<file path="config.mk">
export PLATFORM = sky130hd
export DESIGN_NAME = acttc_top
export DESIGN_NICKNAME = d
export VERILOG_FILES = /design/src/core/acttc_edge_sync.v /design/src/core/acttc_top.v
export VERILOG_INCLUDE_DIRS = /design/src /design/src/core
export SDC_FILE = /design/constraint.sdc
export NUM_CORES = 1
export LEC_CHECK = 0
export BUFFER_PORTS_ARGS = -buffer_cell sky130_fd_sc_hd__buf_2
export CELL_PAD_IN_SITES_DETAIL_PLACEMENT = 2
export CELL_PAD_IN_SITES_GLOBAL_PLACEMENT = 2
export CORE_MARGIN = 3
export CORE_UTILIZATION = 35
export CTS_CLUSTER_SIZE = 10
export DETAILED_ROUTE_END_ITERATION = 10
export PLACE_DENSITY = 0.85
export SLEW_MARGIN = 15
export SYNTH_ARGS = -nofsm -noshare
export SYNTH_HDL_FRONTEND = slang
export SYNTH_SLANG_ARGS = --single-unit
</file>
<file path="constraint.sdc">
create_clock -name CORE_CLK -period 3.1 [get_ports CORE_CLK]
set_input_delay 0.775 -clock CORE_CLK [delete_from_list [all_inputs] [get_ports CORE_CLK]]
set_output_delay 0.775 -clock CORE_CLK [all_outputs]
set_load 0.01 [all_outputs]
</file>
<file path="src/core/acttc_regs.vh">
// acttc_regs.vh: register offsets, field positions, reset values and timing counts
// assumes a 10 MHz core clock (100 ns period) and 32-bit Avalon-MM word addressing by byte
`ifndef ACTTC_REGS_VH
`define ACTTC_REGS_VH

// ----------------------------------------
// register byte offsets
// ----------------------------------------
`define ACTTC_OFS_CTRL      8'h00
`define ACTTC_OFS_STATUS    8'h04
`define ACTTC_OFS_IRQ_STAT  8'h08
`define ACTTC_OFS_IRQ_MASK  8'h0C
`define ACTTC_OFS_RESULT    8'h10
`define ACTTC_OFS_ALERT_THR 8'h14

// ----------------------------------------
// control fields
// ----------------------------------------
`define ACTTC_CTRL_AUTO_BIT   0
`define ACTTC_CTRL_BUSY_EN    1
`define ACTTC_CTRL_ALERT_EN   2
`define ACTTC_CTRL_SWRST_BIT  3
`define ACTTC_CTRL_CODE_LSB   4
`define ACTTC_CTRL_CODE_MSB   6
`define ACTTC_CTRL_RESET      7'h00

// ----------------------------------------
// status / interrupt bits
// ----------------------------------------
`define ACTTC_EV_DONE    0
`define ACTTC_EV_ALERT   1
`define ACTTC_EV_READY   2
`define ACTTC_EV_W       3

// ----------------------------------------
// timing in ns or us and derived cycle counts at 100 ns per cycle
// ----------------------------------------
`define ACTTC_CLK_NS          100
`define ACTTC_CONVERT_NS      415
`define ACTTC_CONVERT_CYC     ((`ACTTC_CONVERT_NS + `ACTTC_CLK_NS - 1) / `ACTTC_CLK_NS)
`define ACTTC_ALERT_NS        425
`define ACTTC_ALERT_CYC       (`ACTTC_ALERT_NS / `ACTTC_CLK_NS)
`define ACTTC_RECOVER_US      310
`define ACTTC_RECOVER_CYC     ((`ACTTC_RECOVER_US * 1000 + `ACTTC_CLK_NS - 1) / `ACTTC_CLK_NS)
// typical self-timed period for code 0x0, in us; other codes scale from it
`define ACTTC_AUTO_BASE_US    10
`define ACTTC_AUTO_BASE_CYC   ((`ACTTC_AUTO_BASE_US * 1000) / `ACTTC_CLK_NS)

`endif

</file>
<file path="src/core/acttc_edge_sync.v">
// acttc_edge_sync.v: two-flop synchroniser with rising-edge pulse
// assumes the input is asynchronous to clk
`timescale 1ns/1ps
module acttc_edge_sync (
	// clock and reset
	input  wire clk,
	input  wire reset_n,
	// asynchronous level in
	input  wire async_in,
	// synchronised level and rising-edge pulse
	output wire level,
	output wire rise
);
	reg meta_ff;
	reg sync_ff;
	reg last_ff;

	always @(posedge clk or negedge reset_n) begin
		if (!reset_n) begin
			meta_ff <= 1'b0;
			sync_ff <= 1'b0;
			last_ff <= 1'b0;
		end else begin
			meta_ff <= async_in;
			sync_ff <= meta_ff;
			last_ff <= sync_ff;
		end
	end

	assign level = sync_ff;
	assign rise  = sync_ff & ~last_ff;
endmodule

</file>
<file path="src/core/acttc_top.v">
// acttc_top.v: conversion timing control with Avalon-MM register slave
// assumes one 10 MHz clock, conversion_start arrives from a pin and is synchronised here
// Function
// - self-timed period from 3-bit code, 10..800 us
// - busy stays low between self-timed conversions
// - busy rises promptly after conversion start edge
// - alert updated at conversion end, 5 cycles (500 ns) after busy rises, not within 425 ns of start
// - 310 us recovery after software reset, one cycle after RESET_N; no access
`timescale 1ns/1ps
`include "acttc_regs.vh"
module acttc_top #(
	parameter RECOVER_CYC   = `ACTTC_RECOVER_CYC,
	parameter AUTO_BASE_CYC = `ACTTC_AUTO_BASE_CYC
) (
	// clock and reset
	input  wire        CORE_CLK,
	input  wire        RESET_N,
	// Avalon-MM slave
	input  wire [7:0]  AVS_ADDRESS,
	input  wire        AVS_READ,
	input  wire        AVS_WRITE,
	input  wire [31:0] AVS_WRITEDATA,
	input  wire [3:0]  AVS_BYTEENABLE,
	output reg  [31:0] AVS_READDATA,
	output reg         AVS_WAITREQUEST,
	// conversion pins
	input  wire        CONVERSION_START,
	input  wire [15:0] SAMPLE_DATA,
	output reg         BUSY,
	output reg         ALERT,
	output reg         IRQ
);
	// ----------------------------------------
	// local state
	// ----------------------------------------
	localparam ST_IDLE = 2'h0;
	localparam ST_CONV = 2'h1;
	localparam ST_WAIT = 2'h2;

	reg [1:0]  state_ff;
	reg [1:0]  nxt_state;
	reg [6:0]  ctrl_ff;
	reg [2:0]  irq_stat_ff;
	reg [2:0]  irq_mask_ff;
	reg [15:0] result_ff;
	reg [15:0] thr_ff;
	reg [31:0] cnt_ff;
	reg [31:0] nxt_cnt;
	reg [31:0] rec_ff;
	reg [31:0] period_cyc;
	reg [15:0] smp_meta_ff;
	reg [15:0] smp_sync_ff;
	reg        ack_ff;

	wire       start_lvl;
	wire       start_rise;
	wire       recovering = (rec_ff != 32'h0);
	wire       auto_mode  = ctrl_ff[`ACTTC_CTRL_AUTO_BIT];
	wire [2:0] code       = ctrl_ff[`ACTTC_CTRL_CODE_MSB:`ACTTC_CTRL_CODE_LSB];
	wire       is_ctrl    = (AVS_ADDRESS == `ACTTC_OFS_CTRL);
	wire       do_wr      = AVS_WRITE & ~AVS_WAITREQUEST;
	wire       accept     = (AVS_READ | AVS_WRITE) & AVS_WAITREQUEST & ~ack_ff & ~recovering;
	wire       rd_take    = accept & AVS_READ;
	wire       swrst      = do_wr & is_ctrl & AVS_BYTEENABLE[0] & AVS_WRITEDATA[`ACTTC_CTRL_SWRST_BIT];
	wire       done_ev    = (state_ff == ST_CONV) && (cnt_ff == 32'h1);
	wire       alert_now  = (smp_sync_ff > thr_ff);
	wire [2:0] events;

	acttc_edge_sync u_start_sync (
		.clk      (CORE_CLK),
		.reset_n  (RESET_N),
		.async_in (CONVERSION_START),
		.level    (start_lvl),
		.rise     (start_rise)
	);

	// ----------------------------------------
	// sample bus capture
	// ----------------------------------------
	// the bus is settled long before conversion end, so two flops only add latency
	always @(posedge CORE_CLK or negedge RESET_N) begin
		if (!RESET_N) begin
			smp_meta_ff <= 16'h0000;
			smp_sync_ff <= 16'h0000;
		end else begin
			smp_meta_ff <= SAMPLE_DATA;
			smp_sync_ff <= smp_meta_ff;
		end
	end

	// ----------------------------------------
	// self-timed period per code
	// ----------------------------------------
	// codes 0..3 double from the base, 4..7 double from ten times the base
	always @* begin
		case (code)
			3'h0:    period_cyc = AUTO_BASE_CYC;
			3'h1:    period_cyc = AUTO_BASE_CYC * 2;
			3'h2:    period_cyc = AUTO_BASE_CYC * 4;
			3'h3:    period_cyc = AUTO_BASE_CYC * 8;
			3'h4:    period_cyc = AUTO_BASE_CYC * 10;
			3'h5:    period_cyc = AUTO_BASE_CYC * 20;
			3'h6:    period_cyc = AUTO_BASE_CYC * 40;
			default: period_cyc = AUTO_BASE_CYC * 80;
		endcase
	end

	// ----------------------------------------
	// conversion sequencer
	// ----------------------------------------
	always @* begin
		nxt_state = state_ff;
		nxt_cnt   = cnt_ff;
		case (state_ff)
			ST_IDLE: begin
				if (!recovering && (auto_mode || start_rise)) begin
					nxt_state = ST_CONV;
					nxt_cnt   = `ACTTC_CONVERT_CYC;
				end
			end
			ST_CONV: begin
				if (cnt_ff > 32'h1) begin
					nxt_cnt = cnt_ff - 32'h1;
				end else if (auto_mode) begin
					// remaining time of the period keeps busy low
					nxt_state = ST_WAIT;
					nxt_cnt   = period_cyc - `ACTTC_CONVERT_CYC;
				end else begin
					nxt_state = ST_IDLE;
				end
			end
			ST_WAIT: begin
				if (!auto_mode) begin
					nxt_state = ST_IDLE;
				end else if (cnt_ff > 32'h1) begin
					nxt_cnt = cnt_ff - 32'h1;
				end else begin
					nxt_state = ST_CONV;
					nxt_cnt   = `ACTTC_CONVERT_CYC;
				end
			end
			default: begin
				nxt_state = ST_IDLE;
			end
		endcase
	end

	// recovery-finished fires in the last recovery cycle
	assign events = {(rec_ff == 32'h1), done_ev & alert_now, done_ev};

	always @(posedge CORE_CLK or negedge RESET_N) begin
		if (!RESET_N) begin
			state_ff <= ST_IDLE;
			cnt_ff   <= 32'h0;
			rec_ff   <= 32'h1;
			result_ff <= 16'h0000;
			BUSY     <= 1'b0;
			ALERT    <= 1'b0;
		end else if (swrst) begin
			state_ff <= ST_IDLE;
			cnt_ff   <= 32'h0;
			rec_ff   <= RECOVER_CYC;
			BUSY     <= 1'b0;
		end else begin
			if (rec_ff != 32'h0) begin
				rec_ff <= rec_ff - 32'h1;
			end
			state_ff <= nxt_state;
			cnt_ff   <= nxt_cnt;
			// busy high only during conversion, low while waiting
			BUSY <= ctrl_ff[`ACTTC_CTRL_BUSY_EN] & (nxt_state == ST_CONV);
			if (done_ev) begin
				result_ff <= smp_sync_ff;
				ALERT     <= ctrl_ff[`ACTTC_CTRL_ALERT_EN] & alert_now;
			end
		end
	end

	// ----------------------------------------
	// Avalon-MM slave and interrupts
	// ----------------------------------------
	// one wait cycle per access; refused (held in wait) while recovering
	always @(posedge CORE_CLK or negedge RESET_N) begin
		if (!RESET_N) begin
			AVS_WAITREQUEST <= 1'b1;
			AVS_READDATA    <= 32'h0;
			ack_ff          <= 1'b0;
			ctrl_ff         <= `ACTTC_CTRL_RESET;
			irq_mask_ff     <= 3'h0;
			irq_stat_ff     <= 3'h0;
			thr_ff          <= 16'hFFFF;
			IRQ             <= 1'b0;
		end else begin
			ack_ff          <= accept;
			AVS_WAITREQUEST <= ~accept;
			if (do_wr && AVS_BYTEENABLE[0]) begin
				case (AVS_ADDRESS)
					`ACTTC_OFS_CTRL:      ctrl_ff     <= {AVS_WRITEDATA[6:4], 1'b0, AVS_WRITEDATA[2:0]};
					`ACTTC_OFS_IRQ_MASK:  irq_mask_ff <= AVS_WRITEDATA[2:0];
					`ACTTC_OFS_ALERT_THR: thr_ff[7:0] <= AVS_WRITEDATA[7:0];
					default:              ctrl_ff     <= ctrl_ff;
				endcase
			end
			if (do_wr && AVS_BYTEENABLE[1] && AVS_ADDRESS == `ACTTC_OFS_ALERT_THR) begin
				thr_ff[15:8] <= AVS_WRITEDATA[15:8];
			end
			// read data stands in the cycle waitrequest is low
			if (rd_take) begin
				case (AVS_ADDRESS)
					`ACTTC_OFS_CTRL:      AVS_READDATA <= {25'h0, ctrl_ff};
					`ACTTC_OFS_STATUS:    AVS_READDATA <= {28'h0, recovering, ALERT, BUSY, start_lvl};
					`ACTTC_OFS_IRQ_STAT:  AVS_READDATA <= {29'h0, irq_stat_ff};
					`ACTTC_OFS_IRQ_MASK:  AVS_READDATA <= {29'h0, irq_mask_ff};
					`ACTTC_OFS_RESULT:    AVS_READDATA <= {16'h0, result_ff};
					`ACTTC_OFS_ALERT_THR: AVS_READDATA <= {16'h0, thr_ff};
					default:              AVS_READDATA <= 32'h0;
				endcase
			end else begin
				AVS_READDATA <= 32'h0;
			end
			// set wins over the clear-on-read
			if (rd_take && AVS_ADDRESS == `ACTTC_OFS_IRQ_STAT) begin
				irq_stat_ff <= events;
			end else begin
				irq_stat_ff <= irq_stat_ff | events;
			end
			IRQ <= |((irq_stat_ff | events) & irq_mask_ff);
		end
	end
endmodule

</file>
==> key figures <==
Logic synthesis
  • Asr flop ratio synth: 100%
  • Mapped Cells: ~800
  • Register bit total from synthesis: 166
  • Sequential area share after synthesis: roughly 50%
  • Synth area leader: dfrtp_1
  • Post-synth top flop: dfrtp_1
  • Post-synth top cells: dfrtp_1, nor2_1, nand2_1
  • Yosys Warn Count: 0
  • Post-synth EDFFs: 0
  • Most common cell in the netlist: dfrtp_1
  • Syn Area/Cell: 10.5 µm²
  • Distinct cells, synth: 77
  • Synth Cell Area: 8380 µm²
  • Synth top area cells: dfrtp_1, dfstp_2, mux2_2
  • Synth top area share: 44.2%

Critical path
  • Crit-path cells: or4_1 > nor3_1 > nand4_4 > o21a_1 > o21ai_2 > buf_12 > mux2i_1
  • CP max stage cell: or4_1
  • CP startpoint kind: register
  • Reg2Reg Depth: 7
  • Reg2reg setup slack: 0.12 ns
  • Crit end category: register
  • Slowest stage delay, CP: 0.62 ns
  • CP Data Required Time: between 3 and 4 ns
  • Reg2reg end: cnt_ff[1]$_DFFE_PN0P_
  • CP max FO: 9
  • Reg2Reg Launch Point: rec_ff[3]$_DFFE_PN0P_
  • Arr. time, crit path: roughly 3.3 ns
  • Critical Setup Path Class: reg -> reg

STA
  • Final setup viols: 0
  • Slew Viols, Final: 0
  • Tightest Pin Transition: 0.763 ns
  • Min cycle time layout: 2.98 ns
  • TNS Setup: 0 ns
  • Max Freq: 336 MHz
  • Slew headroom: 48.7%
  • Fin crit share: 96.1%
  • Setup Skew: roughly 0.025 ns
  • Fin. Hold Viols: 0
  • RSZ-0062 raised after global routing: false
  • PnR worst setup slack: ~0.12 ns

Routing
  • Post-route ant nets: 0
  • DR iter-0 viols: 382
  • Vias: 7055
  • Vias/cell: 5.75
  • DR pass1 iterations: 5
  • Final wirelength: between 30000 and 40000 µm
  • # DRC: 0
  • DR WL/cell: 24.6 µm

Placed design
  • Final HPWL DP: about 19000 µm
  • Post-placement setup slack: -0.0193 ns
  • Post-DP Area: 9350 µm²
  • PortBufs: 66
  • Placer Congestion: 0.818

Global route
  • M1 GR Usage: 27.8%
  • Gr busiest metal: met2
  • Largest net degree at the start of global routing: 61
  • GRT Total Usage: 23.7%
  • Global Route met3 Usage: 3.77%
  • Met2 Use GR: 42.9%
  • Initial antenna violation count: 1
  • Grt total ovfl: 0
  • Vias in the first global route: 8054
  • First-pass GRT wire length: 47900 µm

Final layout
  • Final Cell Area: 9960 µm²
  • Fraction of final layout cells with drive strength greater than 1: about 25%
  • Final Core Density: 43.2%
  • Layout Nets: 991
  • Area Overhead vs Synth: 18.9%
  • Antenna diodes: 0

Clock tree
  • TritonCTS Buffers: 17
  • Htree depth: 4
  • Worst-path clk slew: 0.08 ns
  • CTS Root Cell: clkbuf_16
  • Max clock buf depth: 2
  • CTS Sinks: 166
  • CTS tree: yes
  • Clk Latency, worst-skew pair: 0.46 ns

Floorplanning
  • Initial Utilization: between 30% and 40%
  • Ports: 101
  • Die area: 25800 µm²
  • CORE AREA: 23100 µm²
  • Site Rows: 55
  • Chip Width: ~160 µm
  • Die H: 161 µm

Power and ir drop
  • Lkg Pwr: 4.24 nW
  • Tot Pwr: 0.00613 W
  • Pwr per Cell Area: 615 nW/µm²
  • Peak supply drop: 0.429 mV

Worst hold path
  • HP Class: in -> async

Run status
  • Status: completed

Flow run
  • Maxcap violations: 0
==> sequential cells by signal, summed over array words and instances, names as in the netlist, 2 cells and up <==
signal        flops
irq_mask_ff       3
ctrl_ff           6
cnt_ff           32
irq_stat_ff       3
smp_meta_ff      16
state_ff          2
AVS_READDATA     16
thr_ff           16
result_ff        16
smp_sync_ff      16
rec_ff           32
==> cells by family (layout without fill, tap and decap cells) <==
group	Yosys count	count (layout)	share of synthesized area, %
xor+xnor	26	26	2.72
buf+inv	86	186	4.78
flops	166	166	49.9
mux	37	37	4.91
simple gates	279	279	18.9
compound gates	176	176	14.9
fa+ha+maj	26	26	3.88
other cells	1	17	0.0448
==> worst max-delay path by stage <==
stage,cells past startpoint,startpoint,slack [ns],end
after floorplan,9,AVS_ADDRESS[2],0.19,cnt_ff[20]$_DFFE_PN0P_
after global placement,8,AVS_ADDRESS[1],0.07,cnt_ff[18]$_DFFE_PN0P_
after detailed placement,8,AVS_ADDRESS[1],-0.02,cnt_ff[18]$_DFFE_PN0P_
after CTS,6,rec_ff[3]$_DFFE_PN0P_,0.09,AVS_READDATA[3]$_DFF_PN0_
after global routing,7,rec_ff[3]$_DFFE_PN0P_,0.02,cnt_ff[1]$_DFFE_PN0P_
final,7,rec_ff[3]$_DFFE_PN0P_,0.12,cnt_ff[1]$_DFFE_PN0P_
==> critical path: cells and delay by family, from the launching register on <==
kind | cells | cell delay (ns)
and+or+nand+nor | 3 | 1.19
AOI/OAI and AO/OA | 2 | 0.83
DFF | 1 | 0.45
buffers and inverters | 1 | 0.22
muxes | 1 | 0.21
==> routing by layer <==
layer | up-vias | routed length [µm]
met4 | 2 | 1170
li1 | 3113 | -
met1 | 3656 | 12000
met3 | 83 | 1170
met5 | - | 7
met2 | 201 | 15800
==> cell type report <==
type | instances | area (µm²)
fillers | 2399 | 13100
clock buffers | 18 | 439
multi-input cells | 561 | 3870
well taps | 313 | 392
flip-flops and latches | 166 | 4180
repair buffers | 116 | 787
inverters | 38 | 143
clock inverters | 14 | 156
==> through the flow <==
stage / instances / hold WS [ns]
2_1_floorplan: 813 / 0.331
3_3_place_gp: 1193 / 0.331
3_5_place_dp: 1193 / 0.336
4_1_cts: 1225 / 0.346
5_1_grt: 1226 / 0.347
6_report: 1226 / 0.318
==> what timing repair did <==
action                                  CTS  global route
resized for setup                         1             0
endpoints found under the setup margin   14             7
endpoints found under the hold margin     0             0
buffers inserted                          0             1
hold buffers                              0             0
==> cell usage in the layout (no fill, tap or decap), types with 6 or more instances in the layout <==
cell         n
dfrtp_1    148
nor2_1      66
buf_2       65
buf_4       44
nand2_1     39
inv_1       38
nand3_1     35
mux2_2      33
o21ai_0     29
ha_1        26
a21oi_1     23
nor3_1      22
dfstp_2     18
or4_1       17
conb_1      17
clkbuf_16   17
xor2_1      15
a31oi_1     15
a22oi_1     13
nand4_1     13
nor4_1      12
or3_1       12
nand2b_1    11
o211ai_1    11
xnor2_1     11
a22o_1      11
o31ai_1     10
a211oi_1    10
a21o_1       8
nor2b_1      7
and3_1       6
o21a_1       6
inv_8        6
buf_12       6
==> power breakdown <==
group          internal, W  switching, W
logic             0.000519      0.000786
registers          0.00237      0.000223
clock network      0.00110       0.00112
(Power assumes the default switching activity.)
